$ cat src/logic/afe_pkg.sv
// Constants, register map and carrier types for the analog front-end control
package afe_pkg;

	// ----------------------------------------------------------------
	// Timing
	// ----------------------------------------------------------------
	localparam int unsigned CLK_MHZ          = 25;
	localparam int unsigned DISCHARGE_US     = 200;
	localparam int unsigned DISCHARGE_CYCLES = DISCHARGE_US * CLK_MHZ;

	// ----------------------------------------------------------------
	// Register indices (byte address is four times the index)
	// ----------------------------------------------------------------
	localparam logic [9:0] IDX_CTRL0 = 10'h01F;
	localparam logic [9:0] IDX_REF_A = 10'h09B;
	localparam logic [9:0] IDX_REF_B = 10'h09C;
	localparam logic [9:0] IDX_CMP   = 10'h09D;
	localparam logic [9:0] IDX_CTRL1 = 10'h09F;
	localparam logic [9:0] IDX_SLEEP = 10'h0A0;
	localparam logic [9:0] IDX_IRQ   = 10'h0A1;
	localparam logic [9:0] IDX_CONV  = 10'h0A2;
	localparam logic [9:0] IDX_STAT  = 10'h0A3;

	// ----------------------------------------------------------------
	// Reset values and write masks
	// ----------------------------------------------------------------
	localparam logic [7:0] CTRL0_RST   = 8'h02;
	localparam logic [7:0] CTRL1_RST   = 8'h00;
	localparam logic [7:0] REF_RST     = 8'h00;
	localparam logic [7:0] CMP_RST     = 8'h00;
	localparam logic [7:0] SLEEP_RST   = 8'h00;
	localparam logic [7:0] IRQ_RST     = 8'h00;
	localparam logic [4:0] RES_RST     = 5'h10;
	localparam logic [4:0] RES_MAX     = 5'h10;
	localparam logic [7:0] CTRL0_WMASK = 8'hF7;
	localparam logic [7:0] CMP_WMASK   = 8'h33;
	localparam logic [7:0] SLEEP_WMASK = 8'h36;
	localparam logic [7:0] IRQ_WMASK   = 8'h07;

	// ----------------------------------------------------------------
	// Field positions
	// ----------------------------------------------------------------
	localparam int unsigned C0_CH_LSB   = 4;
	localparam int unsigned C0_MUXOE    = 2;
	localparam int unsigned C0_RRST     = 1;
	localparam int unsigned C0_ZERO     = 0;
	localparam int unsigned C1_CUR_LSB  = 4;
	localparam int unsigned C1_PD_LSB   = 2;
	localparam int unsigned C1_PA_LSB   = 0;
	localparam int unsigned REF_CRS_LSB = 3;
	localparam int unsigned CMP_B_OUT   = 6;
	localparam int unsigned CMP_B_OE    = 5;
	localparam int unsigned CMP_B_POL   = 4;
	localparam int unsigned CMP_A_OUT   = 2;
	localparam int unsigned CMP_A_OE    = 1;
	localparam int unsigned CMP_A_POL   = 0;
	localparam int unsigned SLP_REF     = 5;
	localparam int unsigned SLP_LS      = 4;
	localparam int unsigned SLP_CMP     = 2;
	localparam int unsigned SLP_TEMP    = 1;
	localparam int unsigned IRQ_FLAG    = 7;
	localparam int unsigned IRQ_EN      = 2;
	localparam int unsigned IRQ_PERI    = 1;
	localparam int unsigned IRQ_GLOBAL  = 0;

	// ----------------------------------------------------------------
	// Encodings
	// ----------------------------------------------------------------
	localparam logic [3:0] CH_LAST      = 4'hD;
	localparam logic [3:0] RANGE_SPLIT  = 4'hA;
	localparam logic [1:0] RANGE_MIDDLE = 2'h0;
	localparam logic [1:0] RANGE_UPPER  = 2'h1;
	localparam logic [1:0] RANGE_LOWER  = 2'h2;
	localparam logic [1:0] RESP_OKAY    = 2'h0;
	localparam logic [1:0] RESP_SLVERR  = 2'h2;

	// Controls driven toward the analog circuits
	typedef struct packed {
		logic [13:0] channel_onehot;
		logic        mux_to_pin0;
		logic        ramp_discharge;
		logic        timer_run;
		logic [14:0] current_steps;
		logic        zero_enable;
		logic        filter_switch_closed;
		logic [3:0]  port_a_digital;
		logic [3:0]  port_d_digital;
		logic        bandgap_enable;
		logic        level_shift_enable;
		logic        temp_sensor_enable;
		logic        comparator_enable;
		logic        window_mode;
		logic        comp_a_pin_drive;
		logic        comp_b_pin_drive;
		logic [4:0]  ref_a_coarse;
		logic [2:0]  ref_a_fine;
		logic [1:0]  ref_a_range;
		logic [4:0]  ref_b_coarse;
		logic [2:0]  ref_b_fine;
		logic [1:0]  ref_b_range;
		logic        cpu_irq;
	} afe_ctrl_t;

endpackage

$ cat src/logic/analog_frontend_control.sv
// Analog front-end control block with AXI4-Lite register access
//
// Contract
// (RQ1) Control 0 bits 7:4 pick the mux channel for the converter comparator.
// (RQ2) Control 0 bit 3 ignores writes and reads as zero.
// (RQ3) Mux output enable routes the mux onto analog pin 0.
// (RQ4) Ramp reset stops the timer, discharges ramp; resets to one, register 02h.
// (RQ5) Zero select enables zeroing on both level-shifted inputs.
// (RQ6) Control 1 bits 7:4 select ramp current; register resets to 00h.
// (RQ7) Two-bit fields make 0, 1, 2 or 4 top pins of ports A, D digital.
// (RQ8) An N-bit conversion takes two to the N clock periods.
// (RQ9) Bandgap is channel 4, enabled while its power-down bit is clear.
// (RQ10) Level-shift networks enabled while their power-down bit is zero.
// (RQ11) Filter switch closed when sampling, opened while zero select is one.
// (RQ12) Temperature sensor is channel 7, enabled while its power-down is clear.
// (RQ13) After reset both comparators watch input one; B pin enable splits them.
// (RQ14) Comparator outputs read at bits 6 and 2; writes there ignored.
// (RQ15) Irq flag set while either output XOR its polarity is one.
// (RQ16) Irq reaches CPU only with flag, own, global, peripheral enables.
// (RQ17) Pin enable drives comparator output and reference onto pins.
// (RQ18) References and comparators enabled while comparator power-down clear.
// (RQ19) Reference select bits 7:3 pick coarse tap, bits 2:0 the fine tap.
// (RQ20) Coarse ladder has 32 taps in three ranges; fine ladder eight taps.
// (RQ21) References A and B appear on mux channels 8 and 9.
// (RQ22) Software holds ramp reset at least 200 us before each conversion.
// (RQ23) Channel codes 0 to 13 decode to sources; 14 and 15 reserved.
// (RQ24) Current code zero disables all sources; each step adds one source.
// (RQ25) Writes act at the completing edge; reads return written bits.
`timescale 1ns/1ps
`default_nettype none

module analog_frontend_control
	import afe_pkg::*;
#(
	parameter int unsigned DISCHARGE_CYC = DISCHARGE_CYCLES
)
(
	input  wire logic        core_clk,
	input  wire logic        resetn,
	input  wire logic [11:0] s_axi_awaddr,
	input  wire logic        s_axi_awvalid,
	output var  logic        s_axi_awready,
	input  wire logic [31:0] s_axi_wdata,
	input  wire logic [3:0]  s_axi_wstrb,
	input  wire logic        s_axi_wvalid,
	output var  logic        s_axi_wready,
	output var  logic [1:0]  s_axi_bresp,
	output var  logic        s_axi_bvalid,
	input  wire logic        s_axi_bready,
	input  wire logic [11:0] s_axi_araddr,
	input  wire logic        s_axi_arvalid,
	output var  logic        s_axi_arready,
	output var  logic [31:0] s_axi_rdata,
	output var  logic [1:0]  s_axi_rresp,
	output var  logic        s_axi_rvalid,
	input  wire logic        s_axi_rready,
	input  wire logic        comp_a_out,
	input  wire logic        comp_b_out,
	output var  afe_ctrl_t   afe_ctrl
);

	// ----------------------------------------------------------------
	// State
	// ----------------------------------------------------------------
	typedef struct packed {
		logic [7:0]  ctrl0;
		logic [7:0]  ctrl1;
		logic [7:0]  ref_a;
		logic [7:0]  ref_b;
		logic [7:0]  cmp_ctrl;
		logic [7:0]  sleep;
		logic [7:0]  irq_ctrl;
		logic [4:0]  resolution;
		logic        cmp_a;
		logic        cmp_b;
		logic [15:0] conv_count;
		logic        conv_done;
		logic [15:0] dis_count;
		logic        discharged;
		logic        aw_have;
		logic        w_have;
		logic [9:0]  w_idx;
		logic [7:0]  w_byte;
		logic        w_lane;
		logic        awready;
		logic        wready;
		logic        bvalid;
		logic [1:0]  bresp;
		logic        arready;
		logic        rvalid;
		logic [31:0] rdata;
		logic [1:0]  rresp;
		afe_ctrl_t   afe;
	} state_t;

	state_t st_q;
	state_t st_d;

	// ----------------------------------------------------------------
	// Decoders
	// ----------------------------------------------------------------
	// Thermometer of digital pins, highest pin first
	function automatic logic [3:0] port_digital(input logic [1:0] cfg);
		logic [3:0] r;
		r = 4'h0;
		unique case (cfg)
			2'h0: r = 4'h0;
			2'h1: r = 4'h8;
			2'h2: r = 4'hC;
			2'h3: r = 4'hF;
		endcase
		return r;
	endfunction

	// Coarse codes with low nibble at or above A sit in the 50 mV ranges
	function automatic logic [1:0] ref_range(input logic [4:0] crs);
		logic [1:0] r;
		r = RANGE_MIDDLE;
		if (crs[3:0] >= RANGE_SPLIT)
			r = crs[4] ? RANGE_LOWER : RANGE_UPPER;
		return r;
	endfunction

	// One enable per equal current step
	function automatic logic [14:0] steps(input logic [3:0] code);
		logic [14:0] r;
		r = 15'h0000;
		for (int i = 0; i < 15; i++)
			r[i] = (4'(i) < code);
		return r;
	endfunction

	function automatic logic mapped(input logic [9:0] idx);
		return idx inside {IDX_CTRL0, IDX_REF_A, IDX_REF_B, IDX_CMP,
			IDX_CTRL1, IDX_SLEEP, IDX_IRQ, IDX_CONV, IDX_STAT};
	endfunction

	// ----------------------------------------------------------------
	// Next-state logic
	// ----------------------------------------------------------------
	always_comb
	begin
		logic        cond;
		logic        do_wr;
		logic [9:0]  r_idx;
		logic [7:0]  wb;
		logic [7:0]  rb;
		logic [31:0] rw;
		logic [16:0] full;
		logic [15:0] last;
		logic [3:0]  ch;
		st_d  = st_q;
		cond  = 1'b0;
		do_wr = 1'b0;
		r_idx = s_axi_araddr[11:2];
		wb    = st_q.w_byte;
		rb    = 8'h00;
		rw    = 32'h0000_0000;
		full  = 17'h00001 << st_q.resolution;
		last  = 16'(full - 17'h00001);
		ch    = 4'h0;

		// Synchronous comparator samples
		st_d.cmp_a = comp_a_out;
		st_d.cmp_b = comp_b_out;

		// Write address and data are taken in either order
		if (s_axi_awvalid && st_q.awready)
		begin
			st_d.aw_have = 1'b1;
			st_d.w_idx   = s_axi_awaddr[11:2];
		end
		if (s_axi_wvalid && st_q.wready)
		begin
			st_d.w_have = 1'b1;
			st_d.w_byte = s_axi_wdata[7:0];
			st_d.w_lane = s_axi_wstrb[0];
		end

		// Commit once both halves are held [RQ25]
		if (st_q.aw_have && st_q.w_have && !st_q.bvalid)
		begin
			do_wr        = st_q.w_lane;
			st_d.aw_have = 1'b0;
			st_d.w_have  = 1'b0;
			st_d.bvalid  = 1'b1;
			st_d.bresp   = mapped(st_q.w_idx) ? RESP_OKAY : RESP_SLVERR;
		end
		else if (st_q.bvalid && s_axi_bready)
			st_d.bvalid = 1'b0;

		if (do_wr)
		begin
			unique case (st_q.w_idx)
				IDX_CTRL0: st_d.ctrl0 = wb & CTRL0_WMASK; // [RQ2]
				IDX_CTRL1: st_d.ctrl1 = wb; // [RQ6]
				IDX_REF_A: st_d.ref_a = wb;
				IDX_REF_B: st_d.ref_b = wb;
				IDX_CMP:   st_d.cmp_ctrl = wb & CMP_WMASK; // [RQ14]
				IDX_SLEEP: st_d.sleep = wb & SLEEP_WMASK;
				IDX_IRQ:
				begin
					st_d.irq_ctrl[2:0] = wb[2:0] & IRQ_WMASK[2:0];
					if (!wb[IRQ_FLAG])
						st_d.irq_ctrl[IRQ_FLAG] = 1'b0;
				end
				IDX_CONV:
				begin
					// Out-of-range resolutions are ignored
					if (wb[4:0] != 5'h00 && wb[4:0] <= RES_MAX)
						st_d.resolution = wb[4:0];
				end
				default: ;
			endcase
		end

		// Level-sensitive flag; a set beats a clear in the same cycle
		cond = (st_q.cmp_a ^ st_q.cmp_ctrl[CMP_A_POL])
			| (st_q.cmp_b ^ st_q.cmp_ctrl[CMP_B_POL]); // [RQ15]
		if (cond)
			st_d.irq_ctrl[IRQ_FLAG] = 1'b1; // [RQ15]

		// Conversion timer, one count per clock [RQ8]
		if (st_q.ctrl0[C0_RRST])
		begin
			st_d.conv_count = 16'h0000; // [RQ4]
			st_d.conv_done  = 1'b0;
		end
		else if (!st_q.conv_done)
		begin
			st_d.conv_count = st_q.conv_count + 16'h0001;
			if (st_q.conv_count == last)
				st_d.conv_done = 1'b1; // [RQ8]
		end

		// Discharge time watch; software owns the hold time [RQ22]
		if (!st_q.ctrl0[C0_RRST])
		begin
			st_d.dis_count  = 16'h0000;
			st_d.discharged = 1'b0;
		end
		else if (!st_q.discharged)
		begin
			st_d.dis_count = st_q.dis_count + 16'h0001;
			if (st_q.dis_count == 16'(DISCHARGE_CYC - 1))
				st_d.discharged = 1'b1;
		end

		// Read channel; answer carries the live register contents
		if (s_axi_arvalid && st_q.arready)
		begin
			unique case (r_idx)
				IDX_CTRL0: rb = st_q.ctrl0;
				IDX_CTRL1: rb = st_q.ctrl1;
				IDX_REF_A: rb = st_q.ref_a;
				IDX_REF_B: rb = st_q.ref_b;
				IDX_CMP:
				begin
					rb = st_q.cmp_ctrl;
					rb[CMP_A_OUT] = st_q.cmp_a; // [RQ14]
					rb[CMP_B_OUT] = st_q.cmp_b; // [RQ14]
				end
				IDX_SLEEP: rb = st_q.sleep;
				IDX_IRQ:   rb = st_q.irq_ctrl;
				IDX_CONV:  rb = {3'h0, st_q.resolution};
				default:   rb = 8'h00;
			endcase
			rw = {24'h00_0000, rb};
			if (r_idx == IDX_STAT)
				rw = {14'h0000, st_q.discharged, st_q.conv_done,
					st_q.conv_count};
			st_d.rvalid = 1'b1;
			st_d.rdata  = rw;
			st_d.rresp  = mapped(r_idx) ? RESP_OKAY : RESP_SLVERR;
		end
		else if (st_q.rvalid && s_axi_rready)
			st_d.rvalid = 1'b0;

		// Ready flags are flops: one item at a time per direction
		st_d.awready = !st_d.aw_have && !st_d.bvalid;
		st_d.wready  = !st_d.w_have && !st_d.bvalid;
		st_d.arready = !st_d.rvalid;

		// Analog controls follow the new register values [RQ25]
		ch = st_d.ctrl0[C0_CH_LSB +: 4]; // [RQ1]
		st_d.afe.channel_onehot = (ch <= CH_LAST)
			? (14'h0001 << ch) : 14'h0000; // [RQ23] [RQ21]
		st_d.afe.mux_to_pin0 = st_d.ctrl0[C0_MUXOE]; // [RQ3]
		st_d.afe.ramp_discharge = st_d.ctrl0[C0_RRST]; // [RQ4]
		st_d.afe.timer_run = !st_d.ctrl0[C0_RRST] && !st_d.conv_done;
		// Ramp reset also starves the current sources
		st_d.afe.current_steps = st_d.ctrl0[C0_RRST] ? 15'h0000
			: steps(st_d.ctrl1[C1_CUR_LSB +: 4]); // [RQ24] [RQ6]
		st_d.afe.zero_enable = st_d.ctrl0[C0_ZERO]; // [RQ5]
		st_d.afe.filter_switch_closed = !st_d.ctrl0[C0_ZERO]; // [RQ11]
		st_d.afe.port_a_digital =
			port_digital(st_d.ctrl1[C1_PA_LSB +: 2]); // [RQ7]
		st_d.afe.port_d_digital =
			port_digital(st_d.ctrl1[C1_PD_LSB +: 2]); // [RQ7]
		st_d.afe.bandgap_enable = !st_d.sleep[SLP_REF]; // [RQ9]
		st_d.afe.level_shift_enable = !st_d.sleep[SLP_LS]; // [RQ10]
		st_d.afe.temp_sensor_enable = !st_d.sleep[SLP_TEMP]; // [RQ12]
		st_d.afe.comparator_enable = !st_d.sleep[SLP_CMP]; // [RQ18]
		st_d.afe.window_mode = !st_d.cmp_ctrl[CMP_B_OE]; // [RQ13]
		st_d.afe.comp_a_pin_drive = st_d.cmp_ctrl[CMP_A_OE]; // [RQ17]
		st_d.afe.comp_b_pin_drive = st_d.cmp_ctrl[CMP_B_OE]; // [RQ17]
		st_d.afe.ref_a_coarse = st_d.ref_a[REF_CRS_LSB +: 5]; // [RQ19]
		st_d.afe.ref_a_fine   = st_d.ref_a[2:0]; // [RQ19]
		st_d.afe.ref_a_range  =
			ref_range(st_d.ref_a[REF_CRS_LSB +: 5]); // [RQ20]
		st_d.afe.ref_b_coarse = st_d.ref_b[REF_CRS_LSB +: 5]; // [RQ19]
		st_d.afe.ref_b_fine   = st_d.ref_b[2:0]; // [RQ19]
		st_d.afe.ref_b_range  =
			ref_range(st_d.ref_b[REF_CRS_LSB +: 5]); // [RQ20]
		st_d.afe.cpu_irq = st_d.irq_ctrl[IRQ_FLAG]
			&& st_d.irq_ctrl[IRQ_EN] && st_d.irq_ctrl[IRQ_GLOBAL]
			&& st_d.irq_ctrl[IRQ_PERI]; // [RQ16]
	end

	// ----------------------------------------------------------------
	// State register
	// ----------------------------------------------------------------
	always_ff @(posedge core_clk or negedge resetn)
	begin
		if (!resetn)
		begin
			st_q            <= '0;
			st_q.ctrl0      <= CTRL0_RST; // [RQ4]
			st_q.ctrl1      <= CTRL1_RST; // [RQ6]
			st_q.ref_a      <= REF_RST;
			st_q.ref_b      <= REF_RST;
			st_q.cmp_ctrl   <= CMP_RST;
			st_q.sleep      <= SLEEP_RST;
			st_q.irq_ctrl   <= IRQ_RST;
			st_q.resolution <= RES_RST;
			// Reset view of the controls matches the register defaults
			st_q.afe.channel_onehot       <= 14'h0001;
			st_q.afe.ramp_discharge       <= 1'b1;
			st_q.afe.filter_switch_closed <= 1'b1;
			st_q.afe.bandgap_enable       <= 1'b1;
			st_q.afe.level_shift_enable   <= 1'b1;
			st_q.afe.temp_sensor_enable   <= 1'b1;
			st_q.afe.comparator_enable    <= 1'b1;
			st_q.afe.window_mode          <= 1'b1;
		end
		else
			st_q <= st_d;
	end

	// ----------------------------------------------------------------
	// Outputs, all straight from the state flops
	// ----------------------------------------------------------------
	assign s_axi_awready = st_q.awready;
	assign s_axi_wready  = st_q.wready;
	assign s_axi_bvalid  = st_q.bvalid;
	assign s_axi_bresp   = st_q.bresp;
	assign s_axi_arready = st_q.arready;
	assign s_axi_rvalid  = st_q.rvalid;
	assign s_axi_rdata   = st_q.rdata;
	assign s_axi_rresp   = st_q.rresp;
	assign afe_ctrl      = st_q.afe;
endmodule // analog_frontend_control

`default_nettype wire

$ cat config.mk
export PLATFORM = sky130hd
export DESIGN_NAME = analog_frontend_control
export DESIGN_NICKNAME = d
export VERILOG_FILES = /design/src/logic/afe_pkg.sv /design/src/logic/analog_frontend_control.sv
export SDC_FILE = /design/constraint.sdc
export NUM_CORES = 1
export LEC_CHECK = 0
export BUFFER_PORTS_ARGS = -buffer_cell sky130_fd_sc_hd__buf_2
export CAP_MARGIN = 5
export CELL_PAD_IN_SITES_DETAIL_PLACEMENT = 0
export CELL_PAD_IN_SITES_GLOBAL_PLACEMENT = 1
export CORE_MARGIN = 2
export CORE_UTILIZATION = 43
export CTS_BUF_LIST = sky130_fd_sc_hd__clkbuf_4
export DETAILED_ROUTE_END_ITERATION = 10
export GPL_TIMING_DRIVEN = 0
export PLACE_DENSITY_LB_ADDON = 0.1
export SLEW_MARGIN = 15
export SYNTH_ARGS = -nofsm -noshare
export SYNTH_HDL_FRONTEND = slang
export SYNTH_SLANG_ARGS = --single-unit
$ cat constraint.sdc
create_clock -name core_clk -period 3.28 [get_ports core_clk]
set_clock_uncertainty 0.1 [all_clocks]
set_input_delay 0.656 -clock core_clk [delete_from_list [all_inputs] [get_ports core_clk]]
set_output_delay 0.656 -clock core_clk [all_outputs]
set_load 0.005 [all_outputs]
==> run summary, run 1 <==
status -> finished, final reports clean
Synth top area share -> 46.9%
RR Startpoint -> st_q[168]
vias in the first global route -> 6271
largest net degree at the start of global routing -> 97
layout cell share with drive strength beyond 1 -> 34.9%
Die Wd -> 148 um
Overflow after GRT -> 0
Int Power -> 3.27 mW
xor/xnor cell area share of the yosys netlist -> 3.91%
DRT antenna net count -> 0
Post-synth top flop -> dfrtp_1
Skew-Pair Late Insertion Delay -> 0.56 ns
area leader, netlist -> dfrtp_1
CTS buffer count -> 17
CP required -> 3.65 ns
Max Cap Viol -> 0
per-cell routed wire length -> 16.7 um
post-DP HPWL -> 15600 um
pwr/cell area -> 465 mW/mm2
Slew Limit Fails -> 0
Post-CTS Setup Inserts -> 0
drt initial violations -> 374
worst-case reg-to-reg path depth -> 10
Sw Share -> 31.8%
minimum clock period -> 3.05 ns
power share of the clock group -> 28.9%
FF+latch count, synth -> 175
initial antenna violation count -> 1
Post-Syn Area -> 0.00886 mm2
syn avg cell area -> 10.5 um2
NetSw -> 1.52 mW
Initial Util -> 43.8%
PnR Total Power -> 4.79 mW
GR Util All Layers -> 20.2%
DRT Pass-1 Iters -> 4
critical path type -> reg -> reg
Layout Nets -> 1083
CTS sink count -> 175
Worst R2R End -> afe_ctrl[53]
Worst Hold End -> st_q[167]
commonest non-fill, non-tap cell in the layout -> dfrtp_1
RePlAce Congestion -> 0.854
port bufs -> 130
I/O pin cnt -> 180
final worst path period share -> 93.0%
Hold Slack -> 0.105 ns
final hold viol count -> 0
Fmax -> 0.328 GHz
H-tree Lvls -> 4
main combinational cell family by area after synthesis -> simple AND/OR/NAND/NOR gates
Seq pwr share -> 53.4%
Post-Synthesis Cells -> 847
crit path DAT -> 3.42 ns
RSZ-0062 raised after global routing -> no
Slew @ Worst Pin -> 1.09 ns
ys async rst share -> 100%
most frequent cells in the layout -> dfrtp_1 (166), buf_2 (133), buf_4 (106), mux2_2 (63), nor2_1 (59)
mux cell area share after synthesis -> 9.95%
Cell variety after synth -> 62
r2r setup slk -> 0.23 ns
Post-Synth Adder-Cell Area -> 0.424%
Via Count -> 6506
die footprint -> 0.0218 mm2
Yosys Warn Count -> 0
first-pass GRT wire length -> 34500 um
crit start category -> flop
Comb power frac -> 17.7%
top fanout value on the critical path -> 10
hold path startpoint -> comp_a_out
CP endpoint kind -> flop
final setup margin -> 0.230 ns
area grow syn2layout -> 16.2%
Place WS -> -0.163 ns
Hold Path Class -> in -> reg
Core Region -> 0.0202 mm2
CTS tree -> yes
synth top area cells -> dfrtp_1 (47%), buf_4 (9.0%), mux2_2 (8.0%), dfstp_2 (2.7%), nor2_1 (2.6%)
VDD IR max -> 324 uV
hold depth -> 1
CTS root buffer -> clkbuf_4
die height -> 148 um
compound-gate portion of the synthesized area -> 10.0%
Vias/cell -> 5.02
Worst slew margin -> 26.7%
Clock transition at path regs -> 0.15 ns
clk buf depth -> 2
P_leak -> 5.20 nW
row cnt -> 52
DRC errors left -> 0
Synth Area in Simple Gates -> 14.0%
Sum Neg Setup Slack -> 0 ns
number of synthesized flops with an enable pin -> 0
Seq/Total Area, Yosys -> 49.5%
Final setup viols -> 0
DRT Wirelength -> 21600 um
fin util -> 50.9%
==> worst max-delay path by stage <==
stage | startpoint | endpoint | slack [ns]
2_1_floorplan | st_q[171] | afe_ctrl[53] | 0.27
3_3_place_gp | resetn | s_axi_awready | -1.43
3_5_place_dp | st_q[171] | afe_ctrl[53] | -0.16
4_1_cts | st_q[168] | afe_ctrl[53] | 0.03
5_1_grt | st_q[170] | afe_ctrl[53] | 0.01
6_report | st_q[168] | afe_ctrl[53] | 0.23
==> what timing repair did <==
action                     CTS  global route
hold buffers                 1             0
hold endpoints to repair    33             0
resized for setup            5             2
pin swaps                    0             0
setup endpoints to repair    2             2
==> layout make-up <==
type | count | area [um2]
Tap cell | 270 | 338
Sequential cell | 175 | 4390
Timing Repair Buffer | 132 | 698
Multi-Input combinational cell | 508 | 3470
Fill cell | 1932 | 9940
Antenna cell | 1 | 2.50
Clock inverter | 15 | 199
Clock buffer | 17 | 128
Inverter | 28 | 105
Buffer | 149 | 965
==> through the flow <==
stage | area (um2) | cells
2_1_floorplan | 8920 | 862
3_3_place_gp | 9910 | 1262
3_5_place_dp | 9950 | 1263
4_1_cts | 10300 | 1295
5_1_grt | 10300 | 1295
6_report | 10300 | 1295
==> kinds of logic after synthesis <==
family | Yosys count
other | 1
xor gates and xnor gates | 38
AOI/OAI and AO/OA | 132
muxes | 79
and+or+nand+nor | 240
buffers and inverters | 179
adders and majority gates | 3
DFF | 175
==> worst max-delay path: stages (launching register included) <==
cell	delay [ns]
dfrtp_1	0.44
clkbuf_2	0.21
nor2_2	0.20
nand2_1	0.09
ha_2	0.26
or4_1	0.47
o21ai_0	0.17
a22oi_1	0.11
xnor2_1	0.15
or4_1	0.57
and3_1	0.19
==> cell usage after synthesis (all sizes together) (2+ instances only) <==
| cell type | count |
|---|---|
| and4b | 5 |
| dfstp | 9 |
| nor2 | 61 |
| or4 | 3 |
| nor4 | 5 |
| nand4 | 10 |
| a32oi | 3 |
| mux2 | 63 |
| clkbuf | 41 |
| a22o | 15 |
| nor3 | 15 |
| nor3b | 4 |
| and3 | 6 |
| nand2b | 4 |
| a31oi | 8 |
| and4 | 4 |
| o21a | 2 |
| nand4b | 3 |
| xor2 | 18 |
| nand2 | 55 |
| ha | 3 |
| mux2i | 15 |
| o21ai | 41 |
| nor2b | 9 |
| and2 | 18 |
| o22ai | 3 |
| o31ai | 5 |
| a22oi | 10 |
| o211ai | 3 |
| inv | 28 |
| and3b | 3 |
| a21oi | 16 |
| or3 | 5 |
| a21o | 5 |
| nand3b | 4 |
| buf | 110 |
| o221ai | 4 |
| dfrtp | 166 |
| a211oi | 3 |
| a21boi | 3 |
| nand3 | 21 |
| xnor2 | 19 |
| or2 | 2 |
==> flip-flops by register name (all words and copies together), names as in the netlist <==
register and flops:
s_axi_bvalid 1, s_axi_rresp 1, st_q 91, s_axi_wready 1, s_axi_rvalid 1, s_axi_rdata 18
afe_ctrl 59, s_axi_arready 1, s_axi_bresp 1, s_axi_awready 1
==> power groups by stage <==
| stage | sequential, mW | combinational, mW | clock, mW |
|---|---|---|---|
| final | 2.56 | 0.847 | 1.39 |
| after global routing | 2.59 | 0.949 | 1.52 |
| after CTS | 2.56 | 0.857 | 1.43 |
| after detailed placement | 2.60 | 0.852 | 0 |
| after global placement | 2.60 | 0.837 | 0 |
| after floorplan | 2.51 | 0.565 | 0 |
==> layer usage <==
layer / share of wire (%) / up-vias / track usage [%]
met1: 47 / 3182 / 29.7
li1: - / 3152 / -
met4: 1.6 / 0 / 5.10
met2: 47 / 154 / 31.1
met5: 0 / - / 0
met3: 4.4 / 18 / 3.70
(Power assumes the default switching activity.)
==> run 2, diff against run 1 <==
- clock period: 3.28 -> 3.75 ns (I/O delays scaled with it)
==> run summary, run 2 (synthesized netlist as in run 1, its figures left out) <==
Core Region -> 0.0202 mm2
GR Util All Layers -> 20.2%
Vias/cell -> 5.01
pwr/cell area -> 408 mW/mm2
final worst path period share -> 90.5%
Hold Slack -> 0.0934 ns
DRT antenna net count -> 0
Die Wd -> 148 um
top fanout value on the critical path -> 10
power share of the clock group -> 29.0%
post-DP HPWL -> 15600 um
cell count after placement -> 1263
final hold viol count -> 0
vias in the first global route -> 6266
RePlAce Congestion -> 0.854
CTS sink count -> 175
RSZ-0062 raised after global routing -> no
initial antenna violation count -> 1
crit path DAT -> 3.76 ns
Clock transition at path regs -> 0.16 ns
row cnt -> 52
Initial Util -> 43.8%
P_leak -> 5.19 nW
Post-CTS Setup Inserts -> 0
Hold Path Class -> in -> async
final setup margin -> 0.357 ns
Sw Share -> 31.8%
Int Power -> 2.86 mW
Sum Neg Setup Slack -> 0 ns
critical path type -> reg -> reg
Seq pwr share -> 53.4%
CP bufs+invs -> 2
largest net degree at the start of global routing -> 97
Via Count -> 6491
NetSw -> 1.33 mW
layout cell share with drive strength beyond 1 -> 34.3%
crit start category -> flop
first-pass GRT wire length -> 34500 um
I/O pin cnt -> 180
drt initial violations -> 394
commonest non-fill, non-tap cell in the layout -> dfrtp_1
fin util -> 50.8%
critical path, cell by cell -> clkbuf_1 -> nor2_1 -> nand2_1 -> ha_1 -> clkbuf_1 -> or4_1 -> o21ai_0 -> a22oi_1 -> xnor2_1 -> or4_1 -> and3_1
CP required -> 4.12 ns
post_cts resized -> 0
most frequent cells in the layout -> dfrtp_1 (166), buf_2 (133), buf_4 (106), mux2_2 (63), nor2_1 (61)
Max Cap Viol -> 0
CTS buffer count -> 17
die height -> 148 um
status -> finished, final reports clean
DRT Pass-1 Iters -> 4
CTS tree -> yes
slowest stage delay, CP -> 0.58 ns
CTS root buffer -> clkbuf_4
Overflow after GRT -> 0
H-tree Lvls -> 4
Fmax -> 0.295 GHz
port bufs -> 130
per-cell routed wire length -> 16.6 um
Layout Nets -> 1083
hold buffers post-CTS -> 0
Post-Layout Cell Count -> 1295
Skew-Pair Late Insertion Delay -> 0.57 ns
DRC errors left -> 0
die footprint -> 0.0218 mm2
Worst slew margin -> 26.4%
Slew @ Worst Pin -> 1.10 ns
CP endpoint kind -> flop
area grow syn2layout -> 15.9%
Biggest register -> st_q
minimum clock period -> 3.39 ns
CP top delay family -> simple AND/OR/NAND/NOR gates
Final setup viols -> 0
VDD IR max -> 284 uV
slowest CP cell -> or4_1
Place WS -> 0.307 ns
Slew Limit Fails -> 0
Comb power frac -> 17.7%
fill cell total of the finished layout -> 1933
Largest register FFs -> 91
DRT Wirelength -> 21500 um
clk buf depth -> 2
## run 2: cell types whose count changed in the layout (fill, tap and decap cells not counted), moves of 2 or more
cell,change
clkbuf_1,+3
nor2_1,+2
clkbuf_2,-2
nor2_2,-2
## run 2: final timing paths
check	start	end	slack, ns	cells past startpoint
setup / recovery	st_q[168]	afe_ctrl[53]	0.36	11
hold / removal	resetn	st_q[142]	0.09	1
setup reg to reg	st_q[168]	afe_ctrl[53]	0.36	11
hold reg to reg	s_axi_awready	s_axi_awready	0.39	1
max in group asynchronous	resetn	st_q[172]	2.55	2
min in group core_clk	comp_a_out	st_q[167]	0.20	1
## run 2: metal layers
metal | global-route usage (%) | share of wire, %
met5 | 0 | 0
met4 | 5.10 | 1.5
met3 | 3.70 | 4.3
met2 | 31.1 | 47
met1 | 29.7 | 47
## run 2: cell type report
type / instances / area, um2 / area share, %
flip-flops and latches: 175 / 4390 / 42.7
multi-input cells: 508 / 3460 / 33.7
plain buffers: 150 / 966 / 9.40
repair buffers: 131 / 688 / 6.70
well taps: 270 / 338 / 3.29
clock inverters: 15 / 199 / 1.94
clock buffers: 17 / 128 / 1.24
inverters: 28 / 105 / 1.02
diodes: 1 / 2.50 / 0.0244
## run 2: power by group through the flow
stage	sequential, mW	combinational (mW)	clock (mW)
floorplan	2.20	0.495	0
global placement	2.27	0.732	0
detailed placement	2.27	0.745	0
CTS	2.24	0.749	1.25
global route	2.26	0.829	1.33
finish	2.24	0.740	1.21
## run 2: worst register-to-register path: stages, from the launching register on
cell and delay [ns]:
dfrtp_1 0.43, clkbuf_1 0.25, nor2_1 0.29, nand2_1 0.10
ha_1 0.20, clkbuf_1 0.22, or4_1 0.51, o21ai_0 0.17
a22oi_1 0.11, xnor2_1 0.15, or4_1 0.58, and3_1 0.19
## run 2: metrics by stage
stage | cell area, um2 | power (mW)
after floorplan | 8920 | 2.69
after global placement | 9910 | 3.00
after detailed placement | 9950 | 3.02
after CTS | 10300 | 4.23
after global routing | 10300 | 4.42
final | 10300 | 4.19
==> run 3, diff against run 2 <==
- clock period: 3.75 -> 4.3 ns (I/O delays scaled with it)
==> run summary, run 3 (synthesized netlist as in run 1, its figures left out) <==
status -> finished, final reports clean
GR Util All Layers -> 20.2%
DRT Pass-1 Iters -> 5
final worst path period share -> 80.8%
Hold Path Class -> in -> async
die footprint -> 0.0218 mm2
largest net degree at the start of global routing -> 97
Core Region -> 0.0202 mm2
CTS buffer count -> 17
clk buf depth -> 2
Slew Limit Fails -> 0
area post-placement -> 0.00995 mm2
Worst R2R End -> afe_ctrl[53]
r2r setup slk -> 0.83 ns
Hold Slack -> 0.208 ns
critical path type -> reg -> reg
post_cts resized -> 0
hold buffers post-CTS -> 0
Layout Nets -> 1084
slowest stage delay, CP -> 0.58 ns
DRT antenna net count -> 0
Fmax -> 0.288 GHz
top fanout value on the critical path -> 10
row cnt -> 52
DRC errors left -> 0
Initial Util -> 43.8%
Final setup viols -> 0
Largest register FFs -> 91
Max Cap Viol -> 0
post-DP HPWL -> 15600 um
drt initial violations -> 342
layout cell share with drive strength beyond 1 -> 34.2%
Die Wd -> 148 um
Vias/cell -> 5.01
I/O pin cnt -> 180
per-cell routed wire length -> 16.6 um
Place WS -> 0.857 ns
RSZ-0062 raised after global routing -> no
critical path, cell by cell -> buf_2 -> clkbuf_1 -> nor2_1 -> nand3_1 -> ha_1 -> clkbuf_1 -> or4_1 -> o21ai_0 -> a22oi_1 -> xnor2_1 -> or4_1 -> and3_1
worst-case reg-to-reg path depth -> 12
crit start category -> flop
fill cell total of the finished layout -> 1931
final hold viol count -> 0
CP endpoint kind -> flop
H-tree Lvls -> 4
area grow syn2layout -> 16.0%
DRT Wirelength -> 21500 um
Via Count -> 6493
RR Startpoint -> st_q[171]
Overflow after GRT -> 0
CP required -> 4.66 ns
crit path DAT -> 3.83 ns
Clock transition at path regs -> 0.16 ns
CTS tree -> yes
slowest CP cell -> or4_1
Worst slew margin -> 27.1%
fin util -> 50.8%
CTS sink count -> 175
final instance area -> 0.0103 mm2
most frequent cells in the layout -> dfrtp_1 (166), buf_2 (133), buf_4 (106), mux2_2 (63), nor2_1 (61)
first-pass GRT wire length -> 34500 um
Slew @ Worst Pin -> 1.09 ns
P_leak -> 5.19 nW
Biggest register -> st_q
pwr/cell area -> 355 mW/mm2
vias in the first global route -> 6266
CTS root buffer -> clkbuf_4
initial antenna violation count -> 1
port bufs -> 130
minimum clock period -> 3.47 ns
PnR Total Power -> 3.65 mW
die height -> 148 um
VDD IR max -> 246 uV
commonest non-fill, non-tap cell in the layout -> dfrtp_1
Skew-Pair Late Insertion Delay -> 0.56 ns
final setup margin -> 0.827 ns
RePlAce Congestion -> 0.854
Post-CTS Setup Inserts -> 0
-- run 3: worst max-delay path by stage --
stage | startpoint | to | slack [ns] | cells after the start
6_report | st_q[171] | afe_ctrl[53] | 0.83 | 12
5_1_grt | st_q[171] | afe_ctrl[53] | 0.50 | 11
4_1_cts | st_q[171] | afe_ctrl[53] | 0.83 | 12
3_5_place_dp | st_q[171] | afe_ctrl[53] | 0.86 | 12
3_3_place_gp | resetn | s_axi_awready | -0.61 | 1
2_1_floorplan | st_q[171] | afe_ctrl[53] | 1.29 | 12
-- run 3: cell type report --
class | instances | area, um2 | share of cell area, %
Tap cell | 270 | 338 | 3.29
Inverter | 28 | 105 | 1.02
Timing Repair Buffer | 131 | 688 | 6.70
Clock buffer | 17 | 128 | 1.24
Buffer | 151 | 970 | 9.44
Multi-Input combinational cell | 508 | 3460 | 33.6
Clock inverter | 15 | 199 | 1.94
Antenna cell | 1 | 2.50 | 0.0243
Sequential cell | 175 | 4390 | 42.7
-- run 3: metal layers --
metal | GRT usage, % | share of wire, % | vias to the layer above
met5 | 0 | 0 | -
met4 | 5.10 | 1.6 | 0
met3 | 3.70 | 4.6 | 18
met2 | 31.1 | 47 | 157
met1 | 29.7 | 47 | 3168
li1 | - | - | 3150
-- run 3: stage by stage --
stage	instances	setup TNS, ns
finish	1296	0
global route	1296	0
CTS	1295	0
detailed placement	1263	0
global placement	1262	-97.40
floorplan	862	0
-- run 3: worst max-delay path, delay by kind of cell (launching register included) --
| kind | cells | cell delay [ns] |
|---|---|---|
| DFF | 1 | 0.45 |
| buffers and inverters | 3 | 0.66 |
| xor gates and xnor gates | 1 | 0.15 |
| and+or+nand+nor | 5 | 1.54 |
| adders and majority gates | 1 | 0.20 |
| AOI/OAI and AO/OA | 2 | 0.28 |
-- run 3: power by group --
| part | internal, mW | total, mW | switching [mW] | leakage (nW) |
|---|---|---|---|---|
| Sequential | 1.79 | 1.95 | 0.159 | 2.33 |
| Clock | 0.425 | 1.06 | 0.632 | 0.171 |
| Combinational | 0.275 | 0.643 | 0.367 | 2.69 |
| Total | 2.49 | 3.65 | 1.16 | 5.19 |
